$ cat src/pkg/cspc_pkg.sv
// Purpose: shared constants and types of the clocked serial port control block
// Assumes: apb with 32-bit data, register byte address = 4 * register index
// Notes:   index values are the printed register numbers
package cspc_pkg;
	localparam int          ADDR_W          = 16;
	localparam logic [11:0] IDX_FLAGS       = 12'h003; // done flag in bit 2, state in 5:4
	localparam logic [11:0] IDX_PORT_MODE_A = 12'h004;
	localparam logic [11:0] IDX_SERIAL_A    = 12'h005;
	localparam logic [11:0] IDX_SHIFT_LOW   = 12'h006;
	localparam logic [11:0] IDX_SHIFT_HIGH  = 12'h007;
	localparam logic [11:0] IDX_MISC_PIN    = 12'h00c;
	localparam logic [11:0] IDX_SERIAL_B    = 12'h028;
	localparam logic [11:0] IDX_START       = 12'h030; // start_transfer_instr on any write
	localparam int          FLAG_DONE_BIT   = 2;
	localparam int          FLAG_STATE_LSB  = 4;
	localparam logic [3:0]  SERIAL_A_RST    = 4'h0;
	localparam logic [1:0]  PORT_MODE_RST   = 2'h0;
	localparam logic [1:0]  MISC_PIN_RST    = 2'h0;
	localparam logic [1:0]  SERIAL_B_RST    = 2'h0;
	localparam logic [1:0]  SERIAL_A_DLY    = 2'h2; // cycles until a new mode value acts
	localparam int          HALF_LOG_MAX    = 11;   // half period at divider code 0 with smb[0] low, log2 cycles
	localparam logic [2:0]  LAST_BIT        = 3'h7;
	localparam logic [2:0]  EXT_CLK_CODE    = 3'h6; // codes 6 and 7 take the clock from the pin

	typedef enum logic [1:0] {
		CSPC_WAIT_START = 2'b00,
		CSPC_WAIT_CLK   = 2'b01,
		CSPC_XFER       = 2'b10,
		CSPC_CONT       = 2'b11
	} cspc_state_t;

	typedef enum logic [1:0] {
		CSPC_MODE_CONT = 2'b00,
		CSPC_MODE_TX   = 2'b01,
		CSPC_MODE_RX   = 2'b10,
		CSPC_MODE_TXRX = 2'b11
	} cspc_mode_t;

	typedef struct packed {
		logic              psel;
		logic              penable;
		logic              pwrite;
		logic [ADDR_W-1:0] paddr;
		logic [31:0]       pwdata;
	} cspc_apb_req_t;

	typedef struct packed {
		logic [31:0] prdata;
		logic        pready;
		logic        pslverr;
	} cspc_apb_rsp_t;

	typedef struct packed {
		logic sck_o;
		logic sck_oe;
		logic so_o;
		logic so_oe;
	} cspc_pins_t;
endpackage : cspc_pkg

$ cat src/rtl/cspc_serial_port.sv
// Purpose: register and control side of an 8-bit clocked serial port behind apb
// Assumes: pclk is the instruction cycle; shift_clock_pin input is asynchronous
// Notes:   write-only registers read as zero; no wait state on any access
`timescale 1ns/1ps

module cspc_serial_port
	import cspc_pkg::*;
(
	input  wire logic                    pclk,            // 20 MHz instruction clock
	input  wire logic                    presetn,         // async reset, active low
	input  wire cspc_pkg::cspc_apb_req_t apb_req,         // apb request
	output cspc_pkg::cspc_apb_rsp_t      apb_rsp,         // apb answer
	input  wire logic                    sck_i,           // shift_clock_pin level
	input  wire logic                    si_i,            // serial_in_pin level
	output cspc_pkg::cspc_pins_t         pins,            // clock and data pin drive
	output logic [1:0]                   so_pull_ctrl,    // pull-up control of serial_out_pin
	output logic                         serial_done_flag // transfer-complete flag
);
	import cspc_pkg::*;

	typedef struct packed {
		cspc_state_t st;
		logic [2:0]  cnt;
		logic [7:0]  sr;
		logic        sck;
		logic [12:0] div;
		logic [3:0]  sma;
		logic [3:0]  sma_eff;
		logic [1:0]  dly;
		logic [1:0]  smb;
		logic [1:0]  pmr;
		logic [1:0]  misc_pin_control;
		logic        flag;
		logic        so;
		logic [2:0]  sync;
		logic        elvl;
		logic [31:0] prdata;
		logic        pready;
		logic        pslverr;
	} cspc_regs_t;

	cspc_regs_t  r_reg;
	cspc_regs_t  r_next;
	logic [11:0] idx;
	logic        setup;
	logic        wr;
	logic        ext_clk;
	logic [12:0] half;
	logic        tog;
	logic        rise;
	logic        fall;
	logic        first_low;
	logic        hit;
	logic [3:0]  shamt;

	assign idx   = apb_req.paddr[13:2];
	assign setup = apb_req.psel && !apb_req.penable;
	assign wr    = apb_req.psel && apb_req.penable && r_reg.pready && apb_req.pwrite && !r_reg.pslverr;

	// codes 6 and 7 of the divider field select the pin as clock source
	assign ext_clk = (r_reg.sma_eff[2:0] >= EXT_CLK_CODE);
	assign shamt   = 4'(HALF_LOG_MAX) - {r_reg.sma_eff[2:0], 1'b0} + {3'h0, r_reg.smb[0]};
	assign half    = 13'h0001 << shamt;
	assign tog     = !ext_clk && (r_reg.st != CSPC_WAIT_START) && (r_reg.div == half - 13'h0001);
	// clock ignored while waiting for start, and blocked by a mode write
	assign rise    = (r_reg.st != CSPC_WAIT_START) &&
	                 (ext_clk ? (r_reg.sync[1] == r_reg.sync[2] && r_reg.sync[2] && !r_reg.elvl)
	                          : (tog && !r_reg.sck));
	assign fall    = (r_reg.st != CSPC_WAIT_START) &&
	                 (ext_clk ? (r_reg.sync[1] == r_reg.sync[2] && !r_reg.sync[2] && r_reg.elvl)
	                          : (tog && r_reg.sck));
	assign first_low = (r_reg.st == CSPC_XFER) && (r_reg.cnt == 3'h0);
	assign hit       = (idx == IDX_FLAGS) || (idx == IDX_PORT_MODE_A) || (idx == IDX_SERIAL_A) ||
	                   (idx == IDX_SHIFT_LOW) || (idx == IDX_SHIFT_HIGH) || (idx == IDX_MISC_PIN) ||
	                   (idx == IDX_SERIAL_B) || (idx == IDX_START);

	always_comb begin
		r_next = r_reg;

		// pin synchroniser: only the agreeing later stages are looked at
		r_next.sync = {r_reg.sync[1:0], sck_i};
		if (r_reg.sync[1] == r_reg.sync[2]) begin
			r_next.elvl = r_reg.sync[2];
		end

		// mode value becomes active two cycles after its write
		if (r_reg.dly != 2'h0) begin
			r_next.dly = r_reg.dly - 2'h1;
			if (r_reg.dly == 2'h1) begin
				r_next.sma_eff = r_reg.sma;
			end
		end

		// internal shift clock from the prescaler
		if (!ext_clk && r_reg.st != CSPC_WAIT_START) begin
			r_next.div = tog ? 13'h0000 : r_reg.div + 13'h0001;
			if (tog) begin
				r_next.sck = !r_reg.sck;
			end
		end

		if (fall) begin
			if (r_reg.pmr[0]) begin
				r_next.so = r_reg.sr[0];
			end
			if (r_reg.st == CSPC_WAIT_CLK) begin
				r_next.st = (!ext_clk && r_reg.pmr == CSPC_MODE_CONT) ? CSPC_CONT : CSPC_XFER;
			end
		end

		if (rise && r_reg.st != CSPC_CONT) begin
			r_next.sr  = {(r_reg.pmr[1] ? si_i : 1'b0), r_reg.sr[7:1]};
			r_next.cnt = r_reg.cnt + 3'h1;
			if (r_reg.cnt == LAST_BIT) begin
				r_next.cnt  = 3'h0;
				r_next.flag = 1'b1;
				r_next.st   = ext_clk ? CSPC_WAIT_CLK : CSPC_WAIT_START;
				r_next.sck  = 1'b1;
				r_next.div  = 13'h0000;
			end
		end

		// apb answer in the first access cycle, no wait state
		r_next.pready = setup;
		if (setup) begin
			r_next.pslverr = !hit;
			r_next.prdata  = 32'h0000_0000;
			if (!apb_req.pwrite) begin
				if (idx == IDX_FLAGS) begin
					r_next.prdata[FLAG_DONE_BIT] = r_reg.flag;
					r_next.prdata[FLAG_STATE_LSB +: 2] = r_reg.st;
				end else if (idx == IDX_SHIFT_LOW) begin
					r_next.prdata[3:0] = r_reg.sr[3:0];
				end else if (idx == IDX_SHIFT_HIGH) begin
					r_next.prdata[3:0] = r_reg.sr[7:4];
				end
			end
		end else if (!apb_req.psel) begin
			r_next.pslverr = 1'b0;
		end

		if (wr) begin
			if (idx == IDX_FLAGS) begin
				// write one clears; a hardware set in the same cycle wins
				if (apb_req.pwdata[FLAG_DONE_BIT] && !r_next.flag) begin
					r_next.flag = 1'b0;
				end else if (apb_req.pwdata[FLAG_DONE_BIT] && r_reg.flag && !(rise && r_reg.cnt == LAST_BIT)) begin
					r_next.flag = 1'b0;
				end
			end else if (idx == IDX_PORT_MODE_A) begin
				r_next.pmr = apb_req.pwdata[1:0];
			end else if (idx == IDX_SERIAL_A) begin
				r_next.sma = apb_req.pwdata[3:0];
				r_next.dly = SERIAL_A_DLY;
				r_next.cnt = 3'h0;
				r_next.st  = CSPC_WAIT_START;
				r_next.sck = 1'b1;
				r_next.div = 13'h0000;
				if (r_reg.st == CSPC_XFER && !(first_low && !r_reg.sck)) begin
					r_next.flag = 1'b1;
				end
			end else if (idx == IDX_SHIFT_LOW) begin
				r_next.sr[3:0] = apb_req.pwdata[3:0];
			end else if (idx == IDX_SHIFT_HIGH) begin
				r_next.sr[7:4] = apb_req.pwdata[3:0];
			end else if (idx == IDX_MISC_PIN) begin
				r_next.misc_pin_control = apb_req.pwdata[1:0];
			end else if (idx == IDX_SERIAL_B) begin
				r_next.smb = apb_req.pwdata[1:0];
				if (r_reg.st == CSPC_WAIT_START) begin
					r_next.so = apb_req.pwdata[1];
				end
			end else if (idx == IDX_START) begin
				r_next.cnt = 3'h0;
				r_next.st  = CSPC_WAIT_CLK;
				r_next.sck = 1'b1;
				r_next.div = 13'h0000;
				if (r_reg.st == CSPC_XFER && !(first_low && !r_reg.sck)) begin
					r_next.flag = 1'b1;
				end
			end
		end
	end

	always_ff @(posedge pclk or negedge presetn) begin
		if (!presetn) begin
			r_reg         <= '0;
			r_reg.st      <= CSPC_WAIT_START;
			r_reg.sck     <= 1'b1;
			r_reg.sma     <= SERIAL_A_RST;
			r_reg.sma_eff <= SERIAL_A_RST;
			r_reg.pmr     <= PORT_MODE_RST;
			r_reg.misc_pin_control     <= MISC_PIN_RST;
			r_reg.smb     <= SERIAL_B_RST;
			r_reg.sync    <= 3'h7;
			r_reg.elvl    <= 1'b1;
		end else begin
			r_reg <= r_next;
		end
	end

	// pin drive: flopped from r_next, with decode on the sck_oe path and gating on pslverr
	always_ff @(posedge pclk or negedge presetn) begin
		if (!presetn) begin
			pins             <= '0;
			so_pull_ctrl     <= MISC_PIN_RST;
			serial_done_flag <= 1'b0;
			apb_rsp          <= '0;
		end else begin
			pins.sck_o       <= r_next.sck;
			pins.sck_oe      <= r_next.sma_eff[3] && (r_next.sma_eff[2:0] < EXT_CLK_CODE);
			pins.so_o        <= r_next.so;
			pins.so_oe       <= r_next.pmr[0];
			so_pull_ctrl     <= r_next.misc_pin_control;
			serial_done_flag <= r_next.flag;
			apb_rsp.prdata   <= r_next.prdata;
			apb_rsp.pready   <= r_next.pready;
			apb_rsp.pslverr  <= r_next.pslverr && r_next.pready;
		end
	end
endmodule : cspc_serial_port

$ cat config.mk
export PLATFORM = sky130hd
export DESIGN_NAME = cspc_serial_port
export DESIGN_NICKNAME = d
export VERILOG_FILES = /design/src/pkg/cspc_pkg.sv /design/src/rtl/cspc_serial_port.sv
export SDC_FILE = /design/constraint.sdc
export NUM_CORES = 1
export LEC_CHECK = 0
export ABC_AREA = 1
export BUFFER_PORTS_ARGS = -buffer_cell sky130_fd_sc_hd__buf_2
export CAP_MARGIN = 20
export CORE_MARGIN = 8
export CORE_UTILIZATION = 54
export DETAILED_ROUTE_END_ITERATION = 10
export GPL_TIMING_DRIVEN = 0
export PLACE_DENSITY = 0.81
export REMOVE_ABC_BUFFERS = 1
export SYNTH_ARGS = -nofsm -noshare
export SYNTH_HDL_FRONTEND = slang
export SYNTH_SLANG_ARGS = --single-unit
$ cat constraint.sdc
create_clock -name pclk -period 4.3 [get_ports pclk]
set_input_delay 0.43 -clock pclk [delete_from_list [all_inputs] [get_ports pclk]]
set_output_delay 0.43 -clock pclk [all_outputs]
set_load 0.1 [all_outputs]
# Yosys cells after proc, flatten, opt, wreduce, memory -nomap -nowiden
# Cells that the tools add are included.
# W data, S select, Z words.
[totals]
romBits = 0
memories = 0
mem_bits_rw = 0
register_bits = 60
latchBits = 0
word_cells = 178
inputBits = 55
[op_classes]
mux = 74
shifts = 1
n_mul = 0
n_reduce_logical = 52
n_div = 0
n_lt_le_gt_ge = 2
n_addsub = 6
bitwise = 6
n_eq_ne = 15
[op_table]
columns = ["operator", "n"]
rows = [
  ["$mux W14", 8],
  ["$mux W31", 3],
  ["$eq A12 B3 Y1 const B", 4],
  ["$mux W4", 10],
  ["$mux W5", 6],
  ["$mux W2", 14],
  ["$mux W27", 1],
  ["$logic_and A1 B1 Y1", 26],
  ["$mux W1", 25],
  ["$eq A12 B6 Y1 const B", 2],
  ["$mux W8", 2],
  ["$add A13 B1 Y13 const B", 1],
  ["$eq A13 B13 Y1", 1],
  ["$mux W13", 1],
  ["$shl A1 B4 Y13 const A", 1],
  ["$sub A13 B1 Y13 const B", 1],
  ["$eq A12 B2 Y1 const B", 1],
  ["$eq A12 B4 Y1 const B", 1],
  ["$mux W6", 2],
  ["$logic_not A1 Y1", 10],
  ["$mux W10", 1],
  ["$mux W9", 1],
  ["$reduce_and A8 Y1", 1],
  ["$logic_or A1 B1 Y1", 7],
  ["18 further kinds", 26],
]

# Depth between registers and ports, before layout
# Gate-level depths: netlist (run 1).
[depth]
ltp_word = 21
mapped_depth = 26
mapped_depth_nobuf = 25

# Worst setup path after synthesis (run 1)
# Ideal clock, no wire load.
[synth_path]
kind = "register -> register"
start = "register r_reg[50] (netlist bit)"
end = "register r_reg[64] (netlist bit)"
n_path_buf = 2
path_slack_ps = 1221
required_time_ps = 4179
arrival_time_ps = 2958
setup_time_ps = 121
stages_incl_launch_ff = 27
cell_sequence = "dfrtp_1 > buf_2 > nand2_1 > inv_1 > nand2_1 > ha_1 > inv_1 > nand2_1 > nand2_1 > nor2_1 > nand2_1 > nor2_1 > nand2_1 > nor2_1 > nand3_1 > nor2_1 > nand3_2 > inv_1 > ha_1 > nor2_1 > nor3_1 > nand2_1 > a21oi_1 > nor2_4 > nand2_2 > buf_6 > nor2_1"
[synth_lines]
columns = ["element", "line", "rtl"]
rows = [
  ["start: declaration", "cspc_serial_port.sv:42", "cspc_regs_t r_reg;"],
  ["start signal: assignment", "cspc_serial_port.sv:198", "r_reg <= r_next;"],
]

==> impl_metrics.json, run 1 <==
{
  "critPathArrivalTime_ns": 4.02,
  "crit_type": "reg2reg",
  "cts-htree-levels": 3,
  "fp-row-count": 30,
  "design.portCount": 96,
  "cp_max_fo": 20,
  "end_kind": "register",
  "portBuffers": 37,
  "gp_congestion": 0.967,
  "diodes": 0,
  "postRouteAntennaNets": 0,
  "syn_area_sq_um": 3800,
  "initial_core_util_pct": 55.9,
  "cts_made_buffers": 9,
  "post_drt_wl_per_cell_um": 13.2,
  "die_h_um": 99.9,
  "yosysMostFrequentCell": "nand2_1",
  "grt-ovfl-total": 0,
  "vias": 3266,
  "stdcell_area_sq_um": 4130,
  "whs_ns": 0.0681,
  "post-synth-top-area-fraction_pct": 35.6,
  "antenna_found_initial": 0,
  "drv_cap": 0,
  "finalSetupTns_ns": 0,
  "syn_avg_cell_area_sq_um": 7.39,
  "die-area_sq_um": 9970,
  "final-max-slew-violation-count": 0,
  "grt_usage_pct": 18.2,
  "synth_flop_cell": "dfrtp_1",
  "min_period_ns": 3.80,
  "ys_ff_latch": 59,
  "initialDrtViolationCount": 172,
  "synth_edf_count": 0,
  "grt_pass1_vias": 3271,
  "largest_register_ffs": 43,
  "cts_num_sinks": 59,
  "drc_errors": 0,
  "cellPowerDensity_nw_per_um2": 351,
  "worstHoldPathType": "in2async",
  "placed_area_sq_um": 3910,
  "ys_seq_area_share_pct": 39.0,
  "syn_inst": 514,
  "viasPerCell": 5.05,
  "ys_types": 35,
  "routed_wl_um": 8530,
  "fin_worst_skew_ns": 0.00860,
  "grt_pass1_wl_um": 14700,
  "setup_violations": 0,
  "fin_nets": 613,
  "grt_most_used_layer": "met2",
  "grt_max_degree": 37,
  "critPathRequiredTime_ns": 4.52,
  "core_sq_um": 6790,
  "path_clk_slew_ns": 0.07,
  "worst_pin_slew_ns": 0.600,
  "status": "complete, no violations",
  "use_met3_pct": 5.74,
  "cts_resized": 0,
  "grtUsageMet2_pct": 30.8,
  "clk_latency_ns": 0.34,
  "irDropWorstVdd_v": 0.000195,
  "dp.cells": 631,
  "dp.final_hpwl_um": 6480,
  "cts_tree": "yes",
  "cts_buffer_depth": 2,
  "first_pass_iters": 5,
  "relSlewSlack_pct": 59.9,
  "use_met1_pct": 21.4,
  "synthTopCellsByCount": "nand2_1 (113), inv_1 (75), nor2_1 (55)",
  "fmax_mhz": 263,
  "synthTopCellsByArea": "dfrtp_1 (36%), nand2_1 (11%), inv_1 (7.4%)",
  "yosys.area.top_type": "dfrtp_1",
  "p_leak_nw": 2.09,
  "hold_viol_final": 0,
  "die_w_um": 99.9,
  "cp-start-kind": "register",
  "yosys_warnings": 0,
  "fin_crit_sh_pct": 88.4,
  "stdcell_count": 647,
  "rsz0062_at_grt": "false",
  "syn_to_final_growth_pct": 8.76,
  "drive_gt1_share_pct": 14.5,
  "ctsHoldBuffers": 0,
  "synth-async-reset-ratio_pct": 100,
  "cts-root-buf": "clkbuf_8",
  "cts_setup_buffers": 0
}
-- per-stage QoR --
stage	util, %	power (W)	worst slack, ns
2_1_floorplan	-	0.000836	1.28
3_3_place_gp	57.3	0.000884	0.699
3_5_place_dp	57.6	0.000894	0.580
4_1_cts	60.8	0.00146	0.539
5_1_grt	60.8	0.00151	0.0678
6_report	60.8	0.00145	0.499
-- layout by cell type (no fill, tap or decap), drive strengths merged --
cell type,instances
inv,79
nand2,117
bufinv,2
a21oi,17
dfrtp,54
dfstp,5
xnor2,3
xor2,9
ha,12
a211oi,2
buf,38
or2,2
o21ai,35
nand4,9
nand3,37
conb,26
nor4,1
o311ai,1
clkbuf,11
a32o,2
o22ai,6
o211ai,2
nor2,64
nor3,12
o31ai,2
clkinvlp,1
clkinv,2
-- final cells by class --
cell class	instances	area [sq um]
Inverter	79	297
Clock buffer	11	141
Tap cell	96	120
Fill cell	608	2660
Multi-Input combinational cell	359	1810
Timing Repair Buffer	38	205
Clock inverter	5	77.6
Sequential cell	59	1480
-- path summary, 6_finish.rpt --
check	slack, ns	cells past startpoint	start	to
worst max-delay path	0.50	24	r_reg[50]$_DFF_PN0_	r_reg[77]$_DFF_PN0_
worst min-delay path	0.07	1	presetn	apb_rsp[2]$_DFFE_PN0P_
worst max register to register	0.50	24	r_reg[50]$_DFF_PN0_	r_reg[77]$_DFF_PN0_
worst min register to register	0.36	0	r_next[36]$_DFF_PN1_	r_next[37]$_DFF_PN1_
max in group asynchronous	3.64	2	presetn	r_reg[54]$_DFFE_PN0P_
min in group pclk	0.18	1	sck_i	r_next[36]$_DFF_PN1_
-- power by group --
| part | switching (W) | internal (W) | total, W | leakage (nW) |
|---|---|---|---|---|
| Sequential | 0.0000454 | 0.000592 | 0.000637 | 0.764 |
| Combinational | 0.000192 | 0.0000582 | 0.000251 | 1.22 |
| Clock | 0.000224 | 0.000340 | 0.000564 | 0.109 |
-- metal layers --
| metal | vias to the layer above | routed length, um |
|---|---|---|
| li1 | 1642 | - |
| met1 | 1514 | 3730 |
| met2 | 92 | 4160 |
| met3 | 18 | 465 |
| met4 | 0 | 176 |
| met5 | - | 0 |
-- critical path, cell delays in order (launching register included) --
cell and delay [ns]:
dfrtp_1 0.64, nand2_1 0.13, inv_1 0.07, nand2_1 0.07
ha_1 0.30, inv_1 0.04, nand2_1 0.06, nand2_1 0.05
nor2_1 0.09, nand2_1 0.06, nor2_1 0.08, nand2_1 0.06
nor2_1 0.16, nand3_1 0.10, nor2_1 0.12, nand3_2 0.14
inv_1 0.12, ha_1 0.16, nor2_1 0.04, nor3_1 0.25
nand2_1 0.41, inv_1 0.27, nand2_1 0.06, o21ai_0 0.07
o21ai_0 0.10
-- kinds of logic after synthesis --
group | count (synthesis) | synth area share [%]
buffers and inverters | 121 | 15.8
AO/OA/AOI/OAI | 67 | 9.88
XOR/XNOR | 12 | 2.77
flip-flops | 59 | 39.0
AND/OR/NAND/NOR | 242 | 28.4
adder cells (fa/ha/maj) | 12 | 3.95
other | 1 | 0.0987
Power figures use the tool's default switching activity.
==> run 2: changes to the inputs <==
--- a/config.mk
+++ b/config.mk
@@ -13,6 +13,7 @@
 export DETAILED_ROUTE_END_ITERATION = 10
 export GPL_TIMING_DRIVEN = 0
 export PLACE_DENSITY = 0.81
+export RECOVER_POWER = 25
 export REMOVE_ABC_BUFFERS = 1
 export SYNTH_ARGS = -nofsm -noshare
 export SYNTH_HDL_FRONTEND = slang
==> impl_metrics.json, run 2 (synthesis results as in run 1) <==
{
  "fillerInstances": 610,
  "cts_buffer_depth": 2,
  "stdcell_area_sq_um": 4110,
  "p_seq_share_pct": 44.0,
  "dp.final_hpwl_um": 6480,
  "cts_made_buffers": 9,
  "critPathSlowestCell": "dfrtp_1",
  "crit_type": "reg2reg",
  "rsz0062_at_grt": "false",
  "multiInputGateArea_sq_um": 1810,
  "initial_core_util_pct": 55.9,
  "cts_num_sinks": 59,
  "crit_chain": "nand2_1 > inv_1 > nand2_1 > ha_1 > inv_1 > nand2_1 > nand2_1 > nor2_1 > nand2_1 > nor2_1 > nand2_1 > nor2_1 > nand3_1 > nor2_1 > nand3_2 > inv_1 > ha_1 > nor2_1 > nor3_1 > nand2_1 > inv_1 > nand2_1 > o21ai_0 > o21ai_0",
  "hp-start": "sck_i",
  "placed_area_sq_um": 3910,
  "p_int_w": 0.000988,
  "drv_cap": 1,
  "end_kind": "register",
  "largest_register_ffs": 43,
  "cellPowerDensity_nw_per_um2": 352,
  "relSlewSlack_pct": -24.8,
  "rr_startpoint": "r_reg[50]$_DFF_PN0_",
  "postRouteAntennaNets": 0,
  "drive_gt1_share_pct": 13.8,
  "p_leak_nw": 2.08,
  "post_drt_wl_per_cell_um": 13.1,
  "setup_slack_ns": 0.513,
  "layout_common_cells": "nand2_1 (113), inv_1 (75), nor2_1 (55)",
  "reg2reg_setup_slack_ns": 0.51,
  "power_w": 0.00145,
  "clk_latency_ns": 0.34,
  "critPathArrivalTime_ns": 4.00,
  "status": "finished with violations",
  "cts_setup_buffers": 0,
  "fin_util_pct": 60.5,
  "cts_resized": 0,
  "min_period_ns": 3.79,
  "ctsHoldBuffers": 0,
  "irDropWorstVdd_v": 0.000194,
  "fp-row-count": 30,
  "cp-start-kind": "register",
  "grt-ovfl-total": 0,
  "diodes": 0,
  "grt_max_degree": 37,
  "setup_violations": 0,
  "fin_crit_sh_pct": 88.1,
  "die_w_um": 99.9,
  "syn_to_final_growth_pct": 8.27,
  "cts-htree-levels": 3,
  "final-max-slew-violation-count": 37,
  "core_sq_um": 6790,
  "place_ws_ns": 0.580,
  "vias": 3253,
  "cp-startpoint": "r_reg[50]$_DFF_PN0_",
  "violations": "capacitance limit, slew limit",
  "power_frac_comb_pct": 17.2,
  "drc_errors": 0,
  "critPathRequiredTime_ns": 4.51,
  "p_clk_share_pct": 38.8,
  "path_clk_slew_ns": 0.07,
  "sw_frac_of_total_pct": 31.7,
  "fin_nets": 613,
  "viasPerCell": 5.03,
  "initialDrtViolationCount": 160,
  "antenna_found_initial": 0,
  "cts-root-buf": "clkbuf_8",
  "finalSetupTns_ns": 0,
  "cp_max_fo": 20,
  "fmax_mhz": 264,
  "grt_pass1_vias": 3271,
  "design.portCount": 96,
  "p_switching_w": 0.000458,
  "portBuffers": 37,
  "grt_pass1_wl_um": 14700,
  "routed_wl_um": 8480,
  "cts_tree": "yes",
  "critPathMostFrequentCell": "nand2_1",
  "first_pass_iters": 5,
  "layout_commonest_cell": "nand2_1",
  "die-area_sq_um": 9970,
  "crit_path_max_incr_delay_ns": 0.64,
  "fin_worst_skew_ns": 0.00902,
  "worst_pin_slew_ns": 1.87,
  "die_h_um": 99.9,
  "seq_area_sq_um": 1480,
  "hold_viol_final": 0,
  "gp_congestion": 0.967,
  "worstHoldPathType": "in2reg",
  "grt_usage_pct": 18.2
}
-- run 2: cell count changes in the layout (fill, tap and decap cells not counted), sizes merged --
cell,change
clkbuf,+3
buf,-3
-- run 2: worst max-delay path: cells and delay by family (launching register included) --
family	cells	cell delay [ns]
flip-flops	1	0.64
buffers and inverters	4	0.49
adder cells (fa/ha/maj)	2	0.46
AND/OR/NAND/NOR	16	1.88
AO/OA/AOI/OAI	2	0.17
-- run 2: area by class of cell --
type / count / share of cell area (%)
Clock buffer: 11 / 3.44
Multi-Input combinational cell: 359 / 44.0
Inverter: 79 / 7.21
Clock inverter: 5 / 1.89
Tap cell: 96 / 2.92
Sequential cell: 59 / 36.1
Timing Repair Buffer: 38 / 4.53
-- run 2: power groups by stage --
stage                     clock [W]  combinational (W)  sequential (W)
final                      0.000561           0.000248        0.000636
after global routing       0.000597           0.000270        0.000641
after CTS                  0.000571           0.000250        0.000635
after detailed placement          0           0.000249        0.000645
after global placement            0           0.000241        0.000643
after floorplan                   0           0.000194        0.000642
-- run 2: worst paths after layout --
check | depth (start not counted) | endpoint
max | 24 | r_reg[77]$_DFF_PN0_
min | 1 | r_next[36]$_DFF_PN1_
max reg2reg | 24 | r_reg[77]$_DFF_PN0_
min reg2reg | 0 | r_next[37]$_DFF_PN1_
max in group asynchronous | 2 | r_reg[53]$_DFFE_PN0P_
min in group asynchronous | 1 | apb_rsp[2]$_DFFE_PN0P_
-- run 2: metal layers --
layer	global-route usage, %	part of all wire, %	vias up
met5	0	0	-
met1	21.4	43	1514
met2	30.8	50	88
li1	-	-	1641
met4	5.24	0.99	0
met3	5.74	5.7	10
-- run 2: through the flow --
stage	cells	hold WS, ns
finish	647	0.183
global route	647	0.155
CTS	647	0.0761
detailed placement	631	0.348
global placement	630	0.346
floorplan	497	0.134
==> run 3: changes to the inputs <==
--- a/config.mk
+++ b/config.mk
@@ -13,7 +13,7 @@
 export DETAILED_ROUTE_END_ITERATION = 10
 export GPL_TIMING_DRIVEN = 0
 export PLACE_DENSITY = 0.81
-export RECOVER_POWER = 25
+export RECOVER_POWER = 100
 export REMOVE_ABC_BUFFERS = 1
 export SYNTH_ARGS = -nofsm -noshare
 export SYNTH_HDL_FRONTEND = slang
==> impl_metrics.json, run 3 (synthesis results as in run 1) <==
{
  "diodes": 0,
  "worst_pin_slew_ns": 1.88,
  "viasPerCell": 4.99,
  "irDropWorstVdd_v": 0.000198,
  "grt_pass1_vias": 3271,
  "fmax_mhz": 263,
  "cp-startpoint": "r_reg[50]$_DFF_PN0_",
  "status": "finished with violations",
  "rsz0062_at_grt": "false",
  "crit_type": "reg2reg",
  "reg2reg_setup_slack_ns": 0.50,
  "r2r_cells": 24,
  "hold_viol_final": 0,
  "fin_crit_sh_pct": 88.4,
  "cts_buffer_depth": 2,
  "grt_pass1_wl_um": 14700,
  "initialDrtViolationCount": 159,
  "violations": "capacitance limit, slew limit",
  "postRouteAntennaNets": 0,
  "dp.final_hpwl_um": 6480,
  "cts-root-buf": "clkbuf_8",
  "grt-ovfl-total": 0,
  "power_w": 0.00144,
  "fillerInstances": 627,
  "largest_register_ffs": 43,
  "fin_worst_skew_ns": 0.00894,
  "antenna_found_initial": 0,
  "stdcell_count": 647,
  "vias": 3230,
  "grt_max_degree": 37,
  "cts_tree": "yes",
  "crit_end": "r_reg[77]$_DFF_PN0_",
  "setup_slack_ns": 0.500,
  "path_clk_slew_ns": 0.07,
  "layout_common_cells": "nand2_1 (113), inv_1 (77), nor2_1 (59)",
  "r2r_end": "r_reg[77]$_DFF_PN0_",
  "first_pass_iters": 4,
  "post_drt_wl_per_cell_um": 13.1,
  "multiInputGateArea_sq_um": 1780,
  "fp-row-count": 30,
  "cts_setup_buffers": 0,
  "layout_commonest_cell": "nand2_1",
  "stdcell_area_sq_um": 4060,
  "die_h_um": 99.9,
  "critPathArrivalTime_ns": 4.02,
  "drv_cap": 1,
  "die_w_um": 99.9,
  "syn_to_final_growth_pct": 6.88,
  "gp_congestion": 0.967,
  "drive_gt1_share_pct": 9.62,
  "final-max-slew-violation-count": 37,
  "critPathRequiredTime_ns": 4.52,
  "initial_core_util_pct": 55.9,
  "cp-start-kind": "register",
  "cts_resized": 0,
  "setup_violations": 0,
  "fin_nets": 613,
  "routed_wl_um": 8470,
  "cts-htree-levels": 3,
  "design.portCount": 96,
  "grt_usage_pct": 18.2,
  "p_leak_nw": 2.01,
  "cellPowerDensity_nw_per_um2": 356,
  "place_ws_ns": 0.580,
  "portBuffers": 37,
  "clk_latency_ns": 0.34,
  "cts_made_buffers": 9,
  "placed_area_sq_um": 3910,
  "cts_num_sinks": 59,
  "hp-start": "sck_i",
  "die-area_sq_um": 9970,
  "core_sq_um": 6790,
  "end_kind": "register",
  "rr_startpoint": "r_reg[50]$_DFF_PN0_",
  "worstHoldPathType": "in2reg",
  "dp.cells": 631,
  "seq_area_sq_um": 1480,
  "min_period_ns": 3.80,
  "drc_errors": 0,
  "ctsHoldBuffers": 0,
  "relSlewSlack_pct": -25.3,
  "finalSetupTns_ns": 0,
  "cp_max_fo": 20
}
run 3: cell count changes in the layout (fill, tap and decap cells not counted):
cell	previous run	this run
nor2_4	3	1
nor2_1	55	59
clkbuf_1	4	20
nand3_1	34	35
inv_1	75	77
buf_2	35	19
nor2_2	6	4
nand3_4	1	0
or2_0	0	1
or2_1	2	1
inv_2	4	2
run 3: critical path, stage by stage, from the launching register on:
cell	delay, ns
dfrtp_1	0.65
nand2_1	0.13
inv_1	0.07
nand2_1	0.07
ha_1	0.30
inv_1	0.04
nand2_1	0.06
nand2_1	0.05
nor2_1	0.09
nand2_1	0.06
nor2_1	0.08
nand2_1	0.06
nor2_1	0.16
nand3_1	0.10
nor2_1	0.12
nand3_2	0.15
inv_1	0.12
ha_1	0.16
nor2_1	0.04
nor3_1	0.25
nand2_1	0.41
inv_1	0.27
nand2_1	0.06
o21ai_0	0.07
o21ai_0	0.10
run 3: worst min-delay path by stage:
stage,endpoint,cells past startpoint
detailed placement,r_next[37]$_DFF_PN1_,0
global route,r_next[36]$_DFF_PN1_,1
global placement,r_next[37]$_DFF_PN1_,0
floorplan,apb_rsp[0]$_DFF_PN0_,0
finish,r_next[36]$_DFF_PN1_,1
CTS,apb_rsp[2]$_DFFE_PN0P_,1
run 3: per-layer routing:
layer / global-route usage [%] / vias to the layer above / share of wire (%)
met3: 5.74 / 12 / 5.9
li1: - / 1639 / -
met5: 0 / - / 0
met4: 5.24 / 0 / 1.3
met2: 30.8 / 96 / 49
met1: 21.4 / 1483 / 44
run 3: through the flow:
stage | hold slack, ns | util (%)
after floorplan | 0.134 | -
after global placement | 0.346 | 57.3
after detailed placement | 0.348 | 57.6
after CTS | 0.0761 | 60.8
after global routing | 0.155 | 59.8
final | 0.179 | 59.8
run 3: area by class of cell:
type,count,area share (%)
Clock buffer,11,3.48
Inverter,79,7.30
Clock inverter,5,1.91
Tap cell,96,2.96
Timing Repair Buffer,38,4.10
Multi-Input combinational cell,359,43.7
Sequential cell,59,36.5
run 3: where the power goes:
part | total (W) | internal, W | leakage, nW | switching [W]
Sequential | 0.000636 | 0.000591 | 0.763 | 0.0000450
Clock | 0.000563 | 0.000340 | 0.109 | 0.000223
Combinational | 0.000246 | 0.0000553 | 1.14 | 0.000190
